## src/pkg/isd_pkg.sv

```systemverilog
// Package: encodings, field positions, reset values and carriers for the decode/execute block
// What this block does
// - Pattern 001111 in the top six bits increments the addressed file register, writes the destination and leaves every status flag alone.
// - An increment result of zero discards the prefetched next word and runs a no-operation for a second cycle; a nonzero result takes one cycle.
// - Pattern 1101 in the top four bits ORs the accumulator with the low-byte literal in one cycle.
// - The literal OR writes its result to the accumulator and updates the zero flag from it.
// - Pattern 000100 in the top six bits ORs the accumulator with the addressed file register, writes the destination and updates the zero flag in one cycle.
// - For increment-skip and register OR, destination bit 0 selects the accumulator and 1 the addressed file register.
package isd_pkg;
    localparam int          INSN_W       = 12;
    localparam int          DATA_W       = 8;
    localparam int          FADDR_W      = 5;
    localparam int          DEST_BIT     = 5;
    localparam int          OP6_HI       = 11;
    localparam int          OP6_LO       = 6;
    localparam int          OP4_LO       = 8;
    localparam logic [5:0]  OP_INC_SKIP  = 6'h0f;
    localparam logic [5:0]  OP_OR_FILE   = 6'h04;
    localparam logic [3:0]  OP_OR_LIT    = 4'hd;
    localparam logic        DEST_ACC     = 1'h0;
    localparam logic        DEST_FILE    = 1'h1;
    localparam logic [7:0]  ACC_RESET    = 8'h00;
    localparam logic        ZERO_RESET   = 1'h0;
    localparam logic [11:0] INSN_NOP     = 12'h000;

    typedef enum logic [1:0] {
        ISD_OP_NONE = 2'b00,
        ISD_OP_INCS = 2'b01,
        ISD_OP_ORL  = 2'b10,
        ISD_OP_ORF  = 2'b11
    } isd_op_t;

    typedef enum logic [0:0] {
        ISD_ST_RUN  = 1'b0,
        ISD_ST_SKIP = 1'b1
    } isd_state_t;

    // Write-back request towards the register file
    typedef struct packed {
        logic               en;
        logic [FADDR_W-1:0] addr;
        logic [DATA_W-1:0]  data;
    } isd_fwrite_t;
endpackage

```

## src/hdl/isd_core.sv

```systemverilog
// Module: execute stage for increment-skip, literal OR and register OR
`timescale 1ns/1ps
`default_nettype none
module isd_core (
    input  wire logic                 ref_clk,
    input  wire logic                 rst_n,
    input  wire logic                 insn_valid,
    input  wire logic [11:0]          insn,
    input  wire logic [7:0]           file_rdata,
    output logic [4:0]                file_raddr,
    output isd_pkg::isd_fwrite_t      file_wr,
    output logic [7:0]                acc,
    output logic                      zero_flag,
    output logic                      discard_next,
    output logic                      busy,
    output logic                      done
);
    import isd_pkg::*;

    // ----------------------------------------
    // Helpers
    // ----------------------------------------
    function automatic logic is_zero(input logic [DATA_W-1:0] v);
        return (v == '0);
    endfunction

    // Instructions that route their result by the destination bit
    function automatic logic uses_dest(input isd_op_t o);
        logic hit;
        hit = 1'b0;
        unique case (o)
            ISD_OP_INCS: hit = 1'b1;
            ISD_OP_ORF:  hit = 1'b1;
            ISD_OP_ORL:  hit = 1'b0;
            ISD_OP_NONE: hit = 1'b0;
        endcase
        return hit;
    endfunction

    // Instructions that update the zero flag; increment-skip is not one of them
    function automatic logic sets_zero(input isd_op_t o);
        logic hit;
        hit = 1'b0;
        unique case (o)
            ISD_OP_INCS: hit = 1'b0;
            ISD_OP_ORL:  hit = 1'b1;
            ISD_OP_ORF:  hit = 1'b1;
            ISD_OP_NONE: hit = 1'b0;
        endcase
        return hit;
    endfunction

    // ----------------------------------------
    // Signals
    // ----------------------------------------
    isd_op_t     op;
    isd_state_t  state;
    isd_state_t  next_state;
    logic        take;
    logic        dest;
    logic [4:0]  faddr;
    logic [7:0]  inc_sum;
    logic [7:0]  lit_or;
    logic [7:0]  file_or;
    logic [7:0]  result;
    logic        result_zero;
    logic [7:0]  next_acc;
    logic        next_zero_flag;
    logic        next_discard_next;
    logic        next_busy;
    logic        next_done;
    logic [4:0]  next_file_raddr;
    isd_fwrite_t next_file_wr;

    // ----------------------------------------
    // Decode
    // ----------------------------------------
    isd_decode u_decode (
        .insn (insn),
        .op   (op)
    );

    assign dest  = insn[DEST_BIT];
    assign faddr = insn[FADDR_W-1:0];
    // Nothing is accepted in the skip slot
    assign take  = insn_valid && (state == ISD_ST_RUN);

    // ----------------------------------------
    // Datapath
    // ----------------------------------------
    assign inc_sum = file_rdata + 8'h01;
    assign lit_or  = acc | insn[DATA_W-1:0];
    assign file_or = acc | file_rdata;

    always_comb begin
        result = '0;
        unique case (op)
            ISD_OP_INCS: begin
                result = inc_sum;
            end
            ISD_OP_ORL: begin
                result = lit_or;
            end
            ISD_OP_ORF: begin
                result = file_or;
            end
            ISD_OP_NONE: begin
                result = '0;
            end
        endcase
    end

    assign result_zero = is_zero(result);

    // ----------------------------------------
    // Sequencer
    // ----------------------------------------
    always_comb begin
        next_state        = ISD_ST_RUN;
        next_discard_next = 1'b0;
        next_busy         = 1'b0;
        next_done         = 1'b0;
        unique case (state)
            ISD_ST_SKIP: begin
                // Prefetched word is dropped; this cycle acts as a no-operation
                next_done = 1'b1;
            end
            ISD_ST_RUN: begin
                if (take && op == ISD_OP_INCS && result_zero) begin
                    next_state        = ISD_ST_SKIP;
                    next_discard_next = 1'b1;
                    next_busy         = 1'b1;
                end else if (take && op != ISD_OP_NONE) begin
                    next_done = 1'b1;
                end
            end
        endcase
    end

    always_ff @(posedge ref_clk or negedge rst_n) begin
        if (!rst_n) begin
            state        <= ISD_ST_RUN;
            discard_next <= 1'b0;
            busy         <= 1'b0;
            done         <= 1'b0;
        end else begin
            state        <= next_state;
            discard_next <= next_discard_next;
            busy         <= next_busy;
            done         <= next_done;
        end
    end

    // ----------------------------------------
    // Accumulator
    // ----------------------------------------
    always_comb begin
        next_acc = acc;
        if (take && op == ISD_OP_ORL) begin
            next_acc = result;
        end else if (take && uses_dest(op) && dest == DEST_ACC) begin
            next_acc = result;
        end
    end

    always_ff @(posedge ref_clk or negedge rst_n) begin
        if (!rst_n) begin
            acc <= ACC_RESET;
        end else begin
            acc <= next_acc;
        end
    end

    // ----------------------------------------
    // Zero flag
    // ----------------------------------------
    always_comb begin
        next_zero_flag = zero_flag;
        if (take && sets_zero(op)) begin
            next_zero_flag = result_zero;
        end
    end

    always_ff @(posedge ref_clk or negedge rst_n) begin
        if (!rst_n) begin
            zero_flag <= ZERO_RESET;
        end else begin
            zero_flag <= next_zero_flag;
        end
    end

    // ----------------------------------------
    // Register file write-back
    // ----------------------------------------
    always_comb begin
        next_file_wr = '0;
        if (take && uses_dest(op) && dest == DEST_FILE) begin
            next_file_wr.en   = 1'b1;
            next_file_wr.addr = faddr;
            next_file_wr.data = result;
        end
    end

    always_ff @(posedge ref_clk or negedge rst_n) begin
        if (!rst_n) begin
            file_wr <= '0;
        end else begin
            file_wr <= next_file_wr;
        end
    end

    // ----------------------------------------
    // Read address echo
    // ----------------------------------------
    always_comb begin
        next_file_raddr = faddr;
    end

    always_ff @(posedge ref_clk or negedge rst_n) begin
        if (!rst_n) begin
            file_raddr <= '0;
        end else begin
            file_raddr <= next_file_raddr;
        end
    end
endmodule
`default_nettype wire

```

## src/hdl/isd_decode.sv

```systemverilog
// Module: combinational instruction classifier
`timescale 1ns/1ps
`default_nettype none
module isd_decode (
    input  wire logic [11:0]     insn,
    output isd_pkg::isd_op_t     op
);
    import isd_pkg::*;

    always_comb begin
        op = ISD_OP_NONE;
        if (insn[OP6_HI:OP6_LO] == OP_INC_SKIP) begin
            op = ISD_OP_INCS;
        end else if (insn[OP6_HI:OP4_LO] == OP_OR_LIT) begin
            op = ISD_OP_ORL;
        end else if (insn[OP6_HI:OP6_LO] == OP_OR_FILE) begin
            op = ISD_OP_ORF;
        end
    end
endmodule
`default_nettype wire

```

## config.mk

```make
export PLATFORM = sky130hd
export DESIGN_NAME = isd_core
export DESIGN_NICKNAME = d
export VERILOG_FILES = /design/src/pkg/isd_pkg.sv /design/src/hdl/isd_core.sv /design/src/hdl/isd_decode.sv
export SDC_FILE = /design/constraint.sdc
export NUM_CORES = 1
export LEC_CHECK = 0
export ABC_AREA = 0
export ABC_CLOCK_PERIOD_IN_PS = 1610
export CORE_MARGIN = 4
export CORE_UTILIZATION = 55
export DETAILED_ROUTE_END_ITERATION = 6
export DONT_BUFFER_PORTS = 1
export GPL_TIMING_DRIVEN = 0
export PLACE_DENSITY = 0.84
export SLEW_MARGIN = 25
export SYNTH_ARGS = -nofsm -noshare
export SYNTH_HDL_FRONTEND = slang
export SYNTH_SLANG_ARGS = --single-unit
```

## constraint.sdc

```tcl
create_clock -name ref_clk -period 1.61 [get_ports ref_clk]
set_input_delay 0.161 -clock ref_clk [delete_from_list [all_inputs] [get_ports ref_clk]]
set_output_delay 0.161 -clock ref_clk [all_outputs]
set_load 0.02 [all_outputs]
```

# [Word-level counts from Yosys, hierarchy flattened]
# Index checks and enable logic that the tools add are counted.
[classes] n_addsub=1 eq_ne=6 n_mux=15 n_bitwise=4 n_reduce_logical=18
[op_table] op="8-bit one-hot mux with 4 select lines" count=1
[op_table] op="8-bit two-way mux" count=2
[op_table] op="8-bit OR" count=2
[op_table] op="14-bit two-way mux" count=1
[op_table] op="1-bit logical AND" count=10
[op_table] op="8-bit by 1-bit adder with 8-bit output (second input constant)" count=1
[op_table] op="8-bit zero test" count=1
[op_table] op="2-bit OR reduction" count=4
[op_table] op="6-bit by 3-bit equality test with 1-bit output (second input constant)" count=1
[op_table] op="6-bit by 4-bit equality test with 1-bit output (second input constant)" count=1
[op_table] op="2-bit two-way mux" count=3
[op_table] op="1-bit one-hot mux with 2 select lines" count=3
[op_table] op="1-bit two-way mux" count=5
[op_table] op="2-bit equality test (second input constant)" count=2
[op_table] op="4-bit equality test (second input constant)" count=1
[op_table] op="2-bit nonzero test" count=2
[op_table] op="2-bit by 1-bit equality test with 1-bit output (second input constant)" count=1
[op_table] op="2-bit zero test" count=1
[op_table] op="1-bit inverter" count=2
[word_totals] reg_bits=30 in_bits=23 out_inout_bits=31 elab_cells=52

# [Longest topological paths before layout]
# Gate-level depths: netlist (run 1).
[logic_depth] depth_word=12 mapped_depth=8 mapped_depth_nobuf=7

# [By module]
# A second synthesis (run 1) with hierarchy kept.
[hier_totals] hier_cells=142 hier_area_um2=1478.9
[by_module_without_submodules] module="isd_core" instances=1 cells_per_inst=135 area_per_inst_um2=1430.1 seq_area_each_um2=750.7
[by_module_without_submodules] module="isd_decode" instances=1 cells_per_inst=7 area_per_inst_um2=48.8 seq_area_each_um2=0.0

# [Worst setup path after synthesis (run 1)]
# No wires, ideal clock.
[synth_timing] path_type="input-to-reg" from="in insn[11]" to="reg state" setup_time_ns=0.066 arrival_ns=1.882 t_required_ns=1.544 setup_slack_ns=-0.339 path_stages=7 n_path_buf=1 path_cell_list="or4_1 clkbuf_2 or3_1 a32oi_1 nand3_1 nor4_2 and2_1"
[synth_via] elab_chain_cells=10 elab_cells_between_ends=16 cone_classes="eq/ne (6); mux (6); reduce/logical (4)"
[synth_rtl] element="from (decl)" line="isd_core.sv:8" source="input wire logic [11:0] insn,"
[synth_rtl] element="6-bit by 3-bit equality test with 1-bit output" line="isd_decode.sv:16" source="end else if (insn[OP6_HI:OP6_LO] == OP_OR_FILE) begin"
[synth_rtl] element="2-bit two-way mux" line="isd_decode.sv:16"
[synth_rtl] element="2-bit two-way mux" line="isd_decode.sv:14" source="end else if (insn[OP6_HI:OP4_LO] == OP_OR_LIT) begin"
[synth_rtl] element="2-bit two-way mux *" line="isd_decode.sv:12" source="if (insn[OP6_HI:OP6_LO] == OP_INC_SKIP) begin"
[synth_rtl] element="2-bit equality test, or another cell as far along" line="isd_core.sv:97" source="unique case (op)"
[synth_rtl] element="8-bit one-hot mux with 4 select lines" line="isd_core.sv:97"
[synth_rtl] element="8-bit zero test" line="isd_core.sv:24" source="return (v == '0);"
[synth_rtl] element="1-bit logical AND *" line="isd_core.sv:129" source="if (take && op == ISD_OP_INCS && result_zero) begin"
[synth_rtl] element="1-bit two-way mux * (2 in a row)"
[synth_rtl] element="net next_busy" line="isd_core.sv:70" source="logic next_busy;"
[synth_rtl] element="to (signal assigned)" line="isd_core.sv:147" source="state <= next_state;"
[synth_rtl] element="to (decl)" line="isd_core.sv:57" source="isd_state_t state;"
# Mark *: on every way through the listed nets, which the timed path passes. The rest lies on a longest branch.
# A chain may end at the register's enable or synchronous reset.

# [Final worst setup path (run 1)]
[layout_timing] from="reg acc[2]" to="reg state"
[layout_via] elab_chain_cells=6 elab_cells_between_ends=7 cone_classes="mux (3); bitwise (2); reduce/logical (2)"
[layout_rtl] element="from (decl)" line="isd_core.sv:12" source="output logic [7:0] acc,"
[layout_rtl] element="from (signal assigned)" line="isd_core.sv:170" source="acc <= next_acc;"
[layout_rtl] element="8-bit OR (on tied branches)" line="isd_core.sv:93, isd_core.sv:92"
[layout_rtl] element="8-bit one-hot mux with 4 select lines *" line="isd_core.sv:97"
[layout_rtl] element="8-bit zero test *" line="isd_core.sv:24"
[layout_rtl] element="1-bit logical AND *" line="isd_core.sv:129"
[layout_rtl] element="1-bit two-way mux * (2 in a row)"
[layout_rtl] element="net next_busy" line="isd_core.sv:70"
# Marks and branches as above.

==> reports/metrics.csv, run 1 <==
stage;metric;value;unit
status;status;finished, violations left;
status;failing checks;setup timing;
setup_path;critical path launch point type;flip-flop;
synth;Yosys top cell area share;0.5479;
die;Core Region;2297;um2
synth;Async SR Flop Fraction;1.000;
sta;Fin. Hold Viols;0;
global_route;GRT met3 Usage;0.1158;
placed_design;IO Port Bufs;0;
routing;antenna-violating nets left;0;
sta;post-layout min period;1.772;ns
synth;Syn Std Cell Area;1370;um2
sta;Max Fclk;0.5642;GHz
clocking;CTS Buf Count;5;
synth;Seq/Total Area, Yosys;0.5479;
synth;Synth Instances;133;
routing;final WL;3618;um
sta;Setup Viol. Count Final;3;
clocking;H-tree levels;2;
run;number of max-cap violations;0;
die;row cnt;17;
die;die span in x;57.91;um
clocking;Root Driver;clkbuf_4;
setup_path;Req. time, crit path;1.88;ns
global_route;initial antenna violation count;0;
synth;post-synth top area cell;dfrtp_1;
synth;synthesized flop and latch total;30;
die;Ports;54;
global_route;number of global-route vias before repair;1221;
die;die outline height;57.91;um
sta;period utilisation layout;1.101;
synth;syn nets;157;
power;Leak;0.7128;nW
global_route;GR peak layer;met2;
min_path;worst hold-check path type;primary input to flip-flop;
synth;most frequent cell after synthesis;dfrtp_1;
sta;final setup margin;-0.1623;ns
global_route;met1 GRT Util;0.2329;
routing;DR vias;1193;
clocking;CTS Buffer Depth;2;
setup_path;Max Fanout on Critical Path;4;
global_route;largest net degree at the start of global routing;31;
setup_path;CP max-delay cell;dfrtp_2;
clocking;CTS clock-pin slew for the worst setup and hold paths;0.09;ns
synth;Yosys Warn Count;0;
global_route;met2 Usage GRT;0.4032;
layout;layout cells sized above 1;0.2237;
clocking;TritonCTS clock tree;yes;
clocking;worst-skew pair later-pin latency;0.33;ns
layout;Layout Nets;176;
routing;DRT Pass-1 Iters;4;
setup_path;Slowest Stage Delay on Critical Path;0.48;ns
setup_path;Reg2Reg Depth;5;
routing;vias per std cell;6.628;
global_route;total gr overflow;0;
routing;iteration-0 DRC count of the detailed router;50;
clocking;clk sink count;30;
setup_path;crit path DAT;2.04;ns
setup_path;cells along the critical path;or3_4 -> a32oi_2 -> nand3_2 -> nor4_4 -> and2_1;
synth;number of synthesized flops with an enable pin;0;
routing;DRC;0;
synth;synth cell count leaders;dfrtp_1, nor2_1, a21oi_1, or3_1, and2_1;
sta;RSZ-0062 raised after global routing;true;
global_route;first-pass GRT wire length;5658;um
placed_design;Placer Congestion;0.8554;
sta;Fin Hold WS;0.03381;ns
global_route;global router's overall resource usage;0.2291;
synth;synthesized area per cell;10.30;um2
setup_path;Worst Setup End Kind;flip-flop;
routing;Routed wire per std cell;20.10;um
power;power density cells;1068;nW/um2
die;DIE AREA;3354;um2
sta;relative slew slack;0.5723;
sta;Clock Skews;0.002476;ns
placed_design;detailed-placement wirelength estimate;2525;um
sta;Slew @ Worst Pin;0.6363;ns
sta;final count of pins violating max slew;0;
die;starting density of the core;0.5964;
power;VDD IR max;0.9264;mV
synth;Top FF cell, synth;dfrtp_1;
synth;Synth area leaders;dfrtp_1, nor2_1, or3_1;
layout;final core utilization;0.7402;
min_path;WHS Path Cells;2;
setup_path;WS Path Type;flip-flop to flip-flop;
layout;ant diodes;0;
synth;Netlist cell types;38;
layout;area grow syn2layout;24.11;%
## power breakdown
group / switching (W) / internal (W) / total (W)
sequential: 0.000166 / 0.000830 / 0.000997
combinational: 0.000111 / 0.000106 / 0.000217
clock: 0.000240 / 0.000361 / 0.000601
total: 0.000518 / 0.00130 / 0.00182
## critical path, delay by kind of cell, from the launching register on
kind | cells | cell delay [ns]
AOI/OAI and AO/OA | 1 | 0.27
DFF | 1 | 0.48
and+or+nand+nor | 4 | 0.96
## cell usage in the layout (no fill, tap or decap), types with 5 or more instances in the layout
| master | Yosys | final |
|---|---|---|
| dfrtp_2 | 0 | 5 |
| o21ai_0 | 5 | 5 |
| dlygate4sd3_1 | 0 | 7 |
| dfrtp_1 | 30 | 25 |
| buf_4 | 1 | 6 |
| nor2_1 | 19 | 19 |
| nand3_1 | 6 | 5 |
| a21oi_1 | 9 | 8 |
| or3_1 | 9 | 8 |
| clkbuf_4 | 0 | 5 |
| and2_1 | 7 | 7 |
## registers in the layout (all words and copies together), names as in the netlist
| name | flops |
|---|---|
| acc | 8 |
| done | 1 |
| file_raddr | 5 |
| file_wr | 14 |
| state | 1 |
| zero_flag | 1 |
## logic make-up after synthesis
family          share of synthesized area
compound gates                     0.1388
xor+xnor                          0.02558
fa+ha+maj                        0.009131
buf+inv                           0.02466
flops                              0.5479
mux                               0.01552
simple gates                       0.2384
## per-layer routing
metal | vias up | routed length [um]
met4 | 0 | 59
met5 | - | 0
met2 | 66 | 1816
met3 | 9 | 407
met1 | 595 | 1335
li1 | 523 | -
## metrics by stage
| stage | power [W] | cell area, um2 | cells | setup TNS [ns] | setup slack, ns |
|---|---|---|---|---|---|
| finish | 0.001815 | 1700 | 180 | -0.4656 | -0.1623 |
| global placement | 0.001148 | 1456 | 161 | -5.939 | -0.5487 |
| CTS | 0.001814 | 1663 | 178 | -0.3136 | -0.1334 |
| floorplan | 0.001114 | 1421 | 133 | -1.840 | -0.2823 |
| detailed placement | 0.001165 | 1456 | 161 | -6.746 | -0.6021 |
| global route | 0.001892 | 1700 | 180 | -0.6620 | -0.2378 |
## timing repair
| item | CTS | global route |
|---|---|---|
| setup buffers | 2 | 3 |
| pin swaps | 2 | 7 |
| hold endpoints to repair | 41 | 0 |
| gates cloned | 0 | 0 |
| hold buffers | 8 | 0 |
| setup endpoints to repair | 9 | 10 |
| resized for setup | 11 | 4 |
## final cells by class
| cell class | instances | area [um2] |
|---|---|---|
| inverters | 2 | 7.507 |
| repair buffers | 13 | 127.6 |
| well taps | 28 | 35.03 |
| clock buffers | 6 | 51.30 |
| clock inverters | 1 | 30.03 |
| plain buffers | 4 | 36.28 |
| flip-flops and latches | 30 | 757.0 |
| fillers | 153 | 596.8 |
| multi-input cells | 96 | 655.6 |
## worst paths after layout
check	startpoint	to	slack [ns]
setup / recovery	acc[2]	state	-0.16
hold / removal	file_rdata[0]	file_wr[0]	0.03
setup reg to reg	acc[2]	state	-0.16
hold reg to reg	acc[0]	acc[0]	0.67
max in group asynchronous	rst_n	acc[0]	1.17
min in group asynchronous	rst_n	file_raddr[4]	0.27
Note: power is estimated with default switching activity, not from simulation.
==> inputs of run 2 (changes only) <==
--- a/config.mk
+++ b/config.mk
@@ -16,4 +16,5 @@
 export SLEW_MARGIN = 25
 export SYNTH_ARGS = -nofsm -noshare
 export SYNTH_HDL_FRONTEND = slang
+export SYNTH_HIERARCHICAL = 1
 export SYNTH_SLANG_ARGS = --single-unit
==> reports/metrics.csv, run 2 <==
stage;metric;value;unit;change
routing;Routed wire per std cell;20.18;um;was 20.10 um
setup_path;FF-to-FF End;acc[0];;was state
routing;vias per std cell;6.262;;was 6.628
power;power density cells;754.2;nW/um2;was 1068 nW/um2
power;Leak;0.8511;nW;was 0.7128 nW
global_route;first-pass GRT wire length;6368;um;was 5658 um
clocking;worst-skew pair later-pin latency;0.33;ns;about the same
sta;Clock Skews;0.01426;ns;was 0.002476 ns
sta;Slew @ Worst Pin;0.5679;ns;was 0.6363 ns
setup_path;Req. time, crit path;1.82;ns;was 1.88 ns
sta;Setup Viol. Count Final;25;;was 3
die;DIE AREA;3583;um2;was 3354 um2
sta;RSZ-0062 raised after global routing;true;;unchanged
setup_path;WS Path Type;primary input to flip-flop;;was flip-flop to flip-flop
synth;Netlist cell types;46;;was 38
sta;period utilisation layout;1.385;;was 1.101
synth;Top FF cell, synth;dfrtp_1;;unchanged
sta;relative slew slack;0.6197;;was 0.5723
synth;syn nets;166;;was 157
sta;Sum Neg Setup Slack;-10.24;ns;was -0.4656 ns
power;Seq pwr share;0.572;;was 0.549
placed_design;IO Port Bufs;0;;unchanged
run;number of max-cap violations;0;;unchanged
synth;synthesized flop and latch total;30;;unchanged
power;power share of the clock group;0.312;;was 0.331
layout;commonest non-fill, non-tap cell in the layout;dfrtp_1;;unchanged
global_route;number of global-route vias before repair;1287;;was 1,221
die;Ports;54;;unchanged
power;Sw Share;0.2660;;was 0.2853
placed_design;Placer Congestion;0.8675;;was 0.8554
power;Gate power share;0.116;;was 0.120
synth;most frequent cell after synthesis;dfrtp_1;;unchanged
routing;final WL;4157;um;was 3618 um
setup_path;RR Startpoint;state;;was acc[2]
layout;Regs by FF count;file_wr x14, acc x8, file_raddr x5;;unchanged
setup_path;crit path DAT;2.44;ns;was 2.04 ns
layout;Top reg by flops;file_wr;;unchanged
sta;Fin Hold WS;0.05691;ns;was 0.03381 ns
synth;Yosys top cell area share;0.5076;;was 0.5479
global_route;total gr overflow;0;;unchanged
routing;DRT Pass-1 Iters;4;;unchanged
clocking;Root Driver;clkbuf_4;;unchanged
layout;commonest non-fill, non-tap cells in the layout;dfrtp_1, buf_4, nor2_1, nand2_1, nand3_1;;was dfrtp_1, nor2_1, or3_1, a21oi_1
routing;DRC;0;;unchanged
die;die outline height;59.86;um;was 57.91 um
clocking;CTS Buf Count;5;;unchanged
synth;Yosys Warn Count;6;;was 0
global_route;global router's overall resource usage;0.2443;;was 0.2291
die;row cnt;18;;was 17
layout;Layout Nets;199;;was 176
routing;antenna-violating nets left;0;;unchanged
layout;layout cells sized above 1;0.3182;;was 0.2237
clocking;clk sink count;30;;unchanged
layout;final cell count without fillers;206;;was 180
global_route;initial antenna violation count;0;;unchanged
routing;DR vias;1290;;was 1,193
power;VDD IR max;0.8606;mV;was 0.9264 mV
die;Core Region;2522;um2;was 2297 um2
synth;post-synth top area cell;dfrtp_1;;unchanged
status;failing checks;setup timing;;unchanged
clocking;H-tree levels;2;;unchanged
status;status;finished, violations left;;unchanged
clocking;TritonCTS clock tree;yes;;unchanged
routing;iteration-0 DRC count of the detailed router;67;;was 50
setup_path;Crit. Startpoint;insn[9];;was acc[2]
setup_path;Worst setup endpoint;done;;was state
synth;Synth area leaders;dfrtp_1, nor2_1, nand2_1;;was dfrtp_1, nor2_1, or3_1
placed_design;detailed-placement wirelength estimate;2596;um;was 2525 um
sta;final setup margin;-0.6199;ns;was -0.1623 ns
power;internal power;0.001074;W;was 0.001297 W
die;die span in x;59.86;um;was 57.91 um
synth;Synth Instances;142;;was 133
synth;synth cell count leaders;dfrtp_1, nor2_1, nand2_1;;was dfrtp_1, nor2_1, a21oi_1, or3_1, and2_1
synth;Syn Std Cell Area;1479;um2;was 1370 um2
layout;Largest register FFs;14;;unchanged
placed_design;Cells after DPL;172;;was 161
clocking;CTS Buffer Depth;2;;unchanged
setup_path;Reg2Reg Depth;5;;unchanged
power;Psw;0.0003892;W;was 0.0005179 W
setup_path;Reg2Reg Setup Slack;-0.24;ns;was -0.16 ns
sta;post-layout min period;2.230;ns;was 1.772 ns
setup_path;Max Fanout on Critical Path;4;;unchanged
synth;Async SR Flop Fraction;1.000;;unchanged
sta;Fin. Hold Viols;0;;unchanged
synth;number of synthesized flops with an enable pin;0;;unchanged
layout;area grow syn2layout;31.13;%;was 24.11%
synth;Seq/Total Area, Yosys;0.5076;;was 0.5479
layout;ant diodes;0;;unchanged
setup_path;Worst Setup End Kind;flip-flop;;unchanged
setup_path;critical path launch point type;primary input;;was flip-flop
global_route;largest net degree at the start of global routing;31;;unchanged
clocking;CTS clock-pin slew for the worst setup and hold paths;0.09;ns;about the same
min_path;worst hold-check path type;primary input to flip-flop;;unchanged
synth;synthesized area per cell;10.41;um2;was 10.30 um2
sta;Max Fclk;0.4484;GHz;was 0.5642 GHz
sta;final count of pins violating max slew;0;;unchanged
die;starting density of the core;0.5863;;was 0.5964
-- run 2: through the flow --
step / util / total power [W] / area, um2 / setup WS [ns]
final: 0.7688 / 0.001463 / 1939 / -0.6199
after CTS: 0.7312 / 0.001464 / 1844 / -0.5501
after floorplan: - / 0.0009339 / 1513 / -0.7253
after global routing: 0.7688 / 0.001524 / 1939 / -0.6477
after detailed placement: 0.6146 / 0.0009577 / 1550 / -0.9331
after global placement: 0.6146 / 0.0009520 / 1550 / -0.8714
-- run 2: logic make-up after synthesis --
| logic type | Yosys count | synth area share |
|---|---|---|
| buf+inv | 9 | 0.03215 |
| xor+xnor | 3 | 0.01777 |
| mux | 5 | 0.03891 |
| flops | 30 | 0.5076 |
| simple gates | 66 | 0.2530 |
| compound gates | 28 | 0.1421 |
| fa+ha+maj | 1 | 0.008459 |
-- run 2: repair_timing --
| item | CTS | global route |
|---|---|---|
| resized for setup | 19 | 15 |
| endpoints found under the hold margin | 40 | 0 |
| hold buffers | 7 | 0 |
| pin swaps | 9 | 6 |
| cloned | 2 | 0 |
| setup buffers | 10 | 8 |
| setup endpoints to repair | 25 | 25 |
-- run 2: worst min-delay path by stage --
stage | startpoint | end | slack [ns] | cells after the start
2_1_floorplan | rst_n | acc[0] | -0.13 | 0
3_3_place_gp | rst_n | file_wr[9] | -0.13 | 0
3_5_place_dp | rst_n | file_raddr[1] | -0.13 | 0
4_1_cts | insn[5] | file_wr[6] | 0.006 | 2
5_1_grt | insn[5] | file_wr[7] | 0.05 | 2
6_report | insn[5] | file_wr[6] | 0.06 | 2
-- run 2: power by group through the flow --
stage,clock (W),sequential [W],combinational (W)
global route,0.000500,0.000839,0.000185
CTS,0.000471,0.000836,0.000157
detailed placement,0,0.000851,0.000107
floorplan,0,0.000844,0.0000901
finish,0.000457,0.000836,0.000170
global placement,0,0.000850,0.000102
-- run 2: metal layers --
metal	vias up	wire length (um)	track usage
met3	11	395	0.08855
met1	619	1561	0.2757
met2	82	2124	0.4244
li1	578	-	-
met5	-	0	0
met4	0	76	0.07911
-- run 2: final cells by class --
class                      count  area [um2]
multi-input combinational    103       762.0
fill                         153       583.1
clock buffer                   7       55.05
clock inverter                 1       5.005
inverter                       3       13.76
buffer                         6       66.31
timing repair buffer          26       249.0
sequential                    30       750.7
tap                           30       37.54
-- run 2: worst max-delay path: stages --
cell	delay, ns
or3_4	0.38
a2111oi_4	0.45
buf_6	0.18
mux2_4	0.30
o41ai_2	0.29
nand3_1	0.16
nand4b_4	0.20
o41a_1	0.32
==> inputs of run 3 (changes only) <==
--- a/config.mk
+++ b/config.mk
@@ -6,13 +6,15 @@
 export NUM_CORES = 1
 export LEC_CHECK = 0
 export ABC_AREA = 0
-export ABC_CLOCK_PERIOD_IN_PS = 1610
+export ABC_CLOCK_PERIOD_IN_PS = 2830
 export CORE_MARGIN = 4
-export CORE_UTILIZATION = 55
+export CORE_UTILIZATION = 60
 export DETAILED_ROUTE_END_ITERATION = 6
 export DONT_BUFFER_PORTS = 1
+export GPL_ROUTABILITY_DRIVEN = 0
 export GPL_TIMING_DRIVEN = 0
-export PLACE_DENSITY = 0.84
+export MAX_ROUTING_LAYER = met4
+export PLACE_DENSITY = 0.87
 export SLEW_MARGIN = 25
 export SYNTH_ARGS = -nofsm -noshare
 export SYNTH_HDL_FRONTEND = slang
==> constraint.sdc (replaced) <==
create_clock -name ref_clk -period 2.83 [get_ports ref_clk]
set_input_delay 0.283 -clock ref_clk [delete_from_list [all_inputs] [get_ports ref_clk]]
set_output_delay 0.283 -clock ref_clk [all_outputs]
set_load 0.02 [all_outputs]
==> reports/metrics.csv, run 3 (synthesis gave the netlist of run 2 again) <==
stage;metric;value;unit;change
routing;DRC;0;;unchanged
layout;layout cells sized above 1;0.1355;;was 0.3182
sta;relative slew slack;0.6296;;was 0.6197
setup_path;Req. time, crit path;3.02;ns;was 1.82 ns
clocking;TritonCTS clock tree;yes;;unchanged
sta;period utilisation layout;0.8982;;
setup_path;Max Fanout on Critical Path;10;;was 4
sta;Max Fclk;0.3934;GHz;
run;number of max-cap violations;0;;unchanged
global_route;global router's overall resource usage;0.2187;;was 0.2443
global_route;number of global-route vias before repair;1146;;was 1,287
setup_path;critical path launch point type;primary input;;unchanged
power;Psw;0.0002049;W;was 0.0003892 W
layout;Largest register FFs;14;;unchanged
global_route;largest net degree at the start of global routing;31;;unchanged
global_route;first-pass GRT wire length;5361;um;was 6368 um
setup_path;CP top delay family;compound AO/OA/AOI/OAI gates;;unchanged
routing;DR vias;1155;;was 1,290
setup_path;crit path DAT;2.73;ns;was 2.44 ns
routing;iteration-0 DRC count of the detailed router;29;;was 67
layout;ant diodes;0;;unchanged
die;die outline height;57.65;um;was 59.86 um
die;Core Region;2276;um2;was 2522 um2
sta;Setup Viol. Count Final;0;;was 25
clocking;Root Driver;clkbuf_4;;unchanged
power;internal power;0.0005902;W;was 0.001074 W
setup_path;Worst Setup End Kind;flip-flop;;unchanged
setup_path;Buf/Inv on CP;3;;was 1
sta;Fin. Hold Viols;0;;unchanged
sta;RSZ-0062 raised after global routing;false;;was true
clocking;CTS Buf Count;5;;unchanged
clocking;post-CTS setup repair buffer count;0;;was 10
routing;DRT Pass-1 Iters;4;;unchanged
routing;Routed wire per std cell;18.45;um;was 20.18 um
power;Seq pwr share;0.598;;was 0.572
layout;commonest non-fill, non-tap cell in the layout;dfrtp_1;;unchanged
clocking;H-tree levels;2;;unchanged
power;Sw Share;0.2577;;was 0.2660
placed_design;pre-CTS WS;0.006275;ns;was -0.9331 ns
sta;final setup margin;0.2882;ns;was -0.6199 ns
layout;Layout Nets;180;;was 199
layout;final cell count without fillers;183;;was 206
layout;Top reg by flops;file_wr;;unchanged
setup_path;Most common cell on crit path;clkbuf_1;;
setup_path;cells along the critical path;or3_1 -> a2111oi_2 -> buf_6 -> clkbuf_1 -> nand2_1 -> o211ai_1 -> clkbuf_1 -> o21ai_0;;was or3_4 -> a2111oi_4 -> buf_6 -> mux2_4 -> o41ai_2 -> nand3_1 -> nand4b_4 -> o41a_1
status;status;completed;;was finished, violations left
routing;antenna-violating nets left;0;;unchanged
sta;post-layout min period;2.542;ns;
global_route;initial antenna violation count;0;;unchanged
placed_design;detailed-placement wirelength estimate;2445;um;was 2596 um
min_path;worst hold-check path type;primary input to flip-flop;;unchanged
sta;final count of pins violating max slew;0;;unchanged
layout;area grow syn2layout;11.25;%;was 31.13%
clocking;CTS clock-pin slew for the worst setup and hold paths;0.09;ns;about the same
clocking;CTS Buffer Depth;2;;unchanged
die;DIE AREA;3323;um2;was 3583 um2
placed_design;IO Port Bufs;0;;unchanged
sta;Fin Hold WS;0.07742;ns;was 0.05691 ns
sta;Slew @ Worst Pin;0.5532;ns;was 0.5679 ns
placed_design;Cells after DPL;170;;was 172
power;Leak;0.7257;nW;was 0.8511 nW
setup_path;Slowest Stage Delay on Critical Path;0.56;ns;was 0.45 ns
clocking;clk sink count;30;;unchanged
sta;Sum Neg Setup Slack;0;ns;was -10.24 ns
routing;vias per std cell;6.311;;was 6.262
layout;commonest non-fill, non-tap cells in the layout;dfrtp_1, nor2_1, nand2_1, nand3_1, o21ai_0;;was dfrtp_1, buf_4, nor2_1, nand2_1, nand3_1
power;power density cells;483.3;nW/um2;was 754.2 nW/um2
setup_path;WS Path Type;primary input to flip-flop;;unchanged
die;row cnt;17;;was 18
global_route;total gr overflow;0;;unchanged
clocking;# resized after CTS;0;;was 19
clocking;worst-skew pair later-pin latency;0.33;ns;about the same
die;starting density of the core;0.6498;;was 0.5863
setup_path;CP max-delay cell;a2111oi_2;;was a2111oi_4
die;Ports;54;;unchanged
power;power share of the clock group;0.307;;was 0.312
layout;Regs by FF count;file_wr x14, acc x8, file_raddr x5;;unchanged
die;die span in x;57.65;um;was 59.86 um
routing;final WL;3376;um;was 4157 um
power;Gate power share;0.095;;was 0.116
power;VDD IR max;0.4449;mV;was 0.8606 mV
sta;Clock Skews;0.006574;ns;was 0.01426 ns
==> run 3: path summary, 6_finish.rpt <==
path	start	depth (start not counted)	slack [ns]	end
worst max register to register	acc[2]	5	0.99	done
max in group asynchronous	rst_n	2	2.28	acc[7]
worst min-delay path	insn[4]	1	0.08	file_wr[12]
worst min register to register	zero_flag	2	0.63	zero_flag
worst max-delay path	insn[9]	8	0.29	acc[1]
min in group asynchronous	rst_n	2	0.39	file_wr[9]
==> run 3: area by class of cell <==
type / count / area, um2
flip-flops and latches: 30 / 750.7
multi-input cells: 103 / 680.7
fillers: 156 / 630.6
repair buffers: 7 / 80.08
clock buffers: 6 / 51.30
plain buffers: 6 / 36.28
well taps: 28 / 35.03
inverters: 3 / 11.26
==> run 3: metal layers <==
layer | GRT usage | part of all wire
met1 | 0.2446 | 0.40
met2 | 0.3435 | 0.48
met3 | 0.1002 | 0.11
met4 | 0.07947 | 0.0089
met5 | - | 0
==> run 3: power by group through the flow <==
stage	registers, W	clock network (W)	logic (W)
finish	0.000475	0.000244	0.0000756
global route	0.000477	0.000266	0.0000850
CTS	0.000476	0.000248	0.0000757
detailed placement	0.000484	0	0.0000567
global placement	0.000483	0	0.0000548
floorplan	0.000480	0	0.0000483
==> run 3: per-stage QoR <==
step | power [W] | cell area (um2) | util
final | 0.0007952 | 1645 | 0.7229
after global routing | 0.0008278 | 1645 | 0.7229
after CTS | 0.0007991 | 1645 | 0.7229
after detailed placement | 0.0005410 | 1514 | 0.6652
after global placement | 0.0005383 | 1514 | 0.6652
after floorplan | 0.0005284 | 1479 | -
==> run 3: timing repair <==
| action | in CTS | in global routing |
|---|---|---|
| endpoints found under the hold margin | 35 | 0 |
| hold buffers | 7 | 0 |
| endpoints found under the setup margin | 0 | 0 |
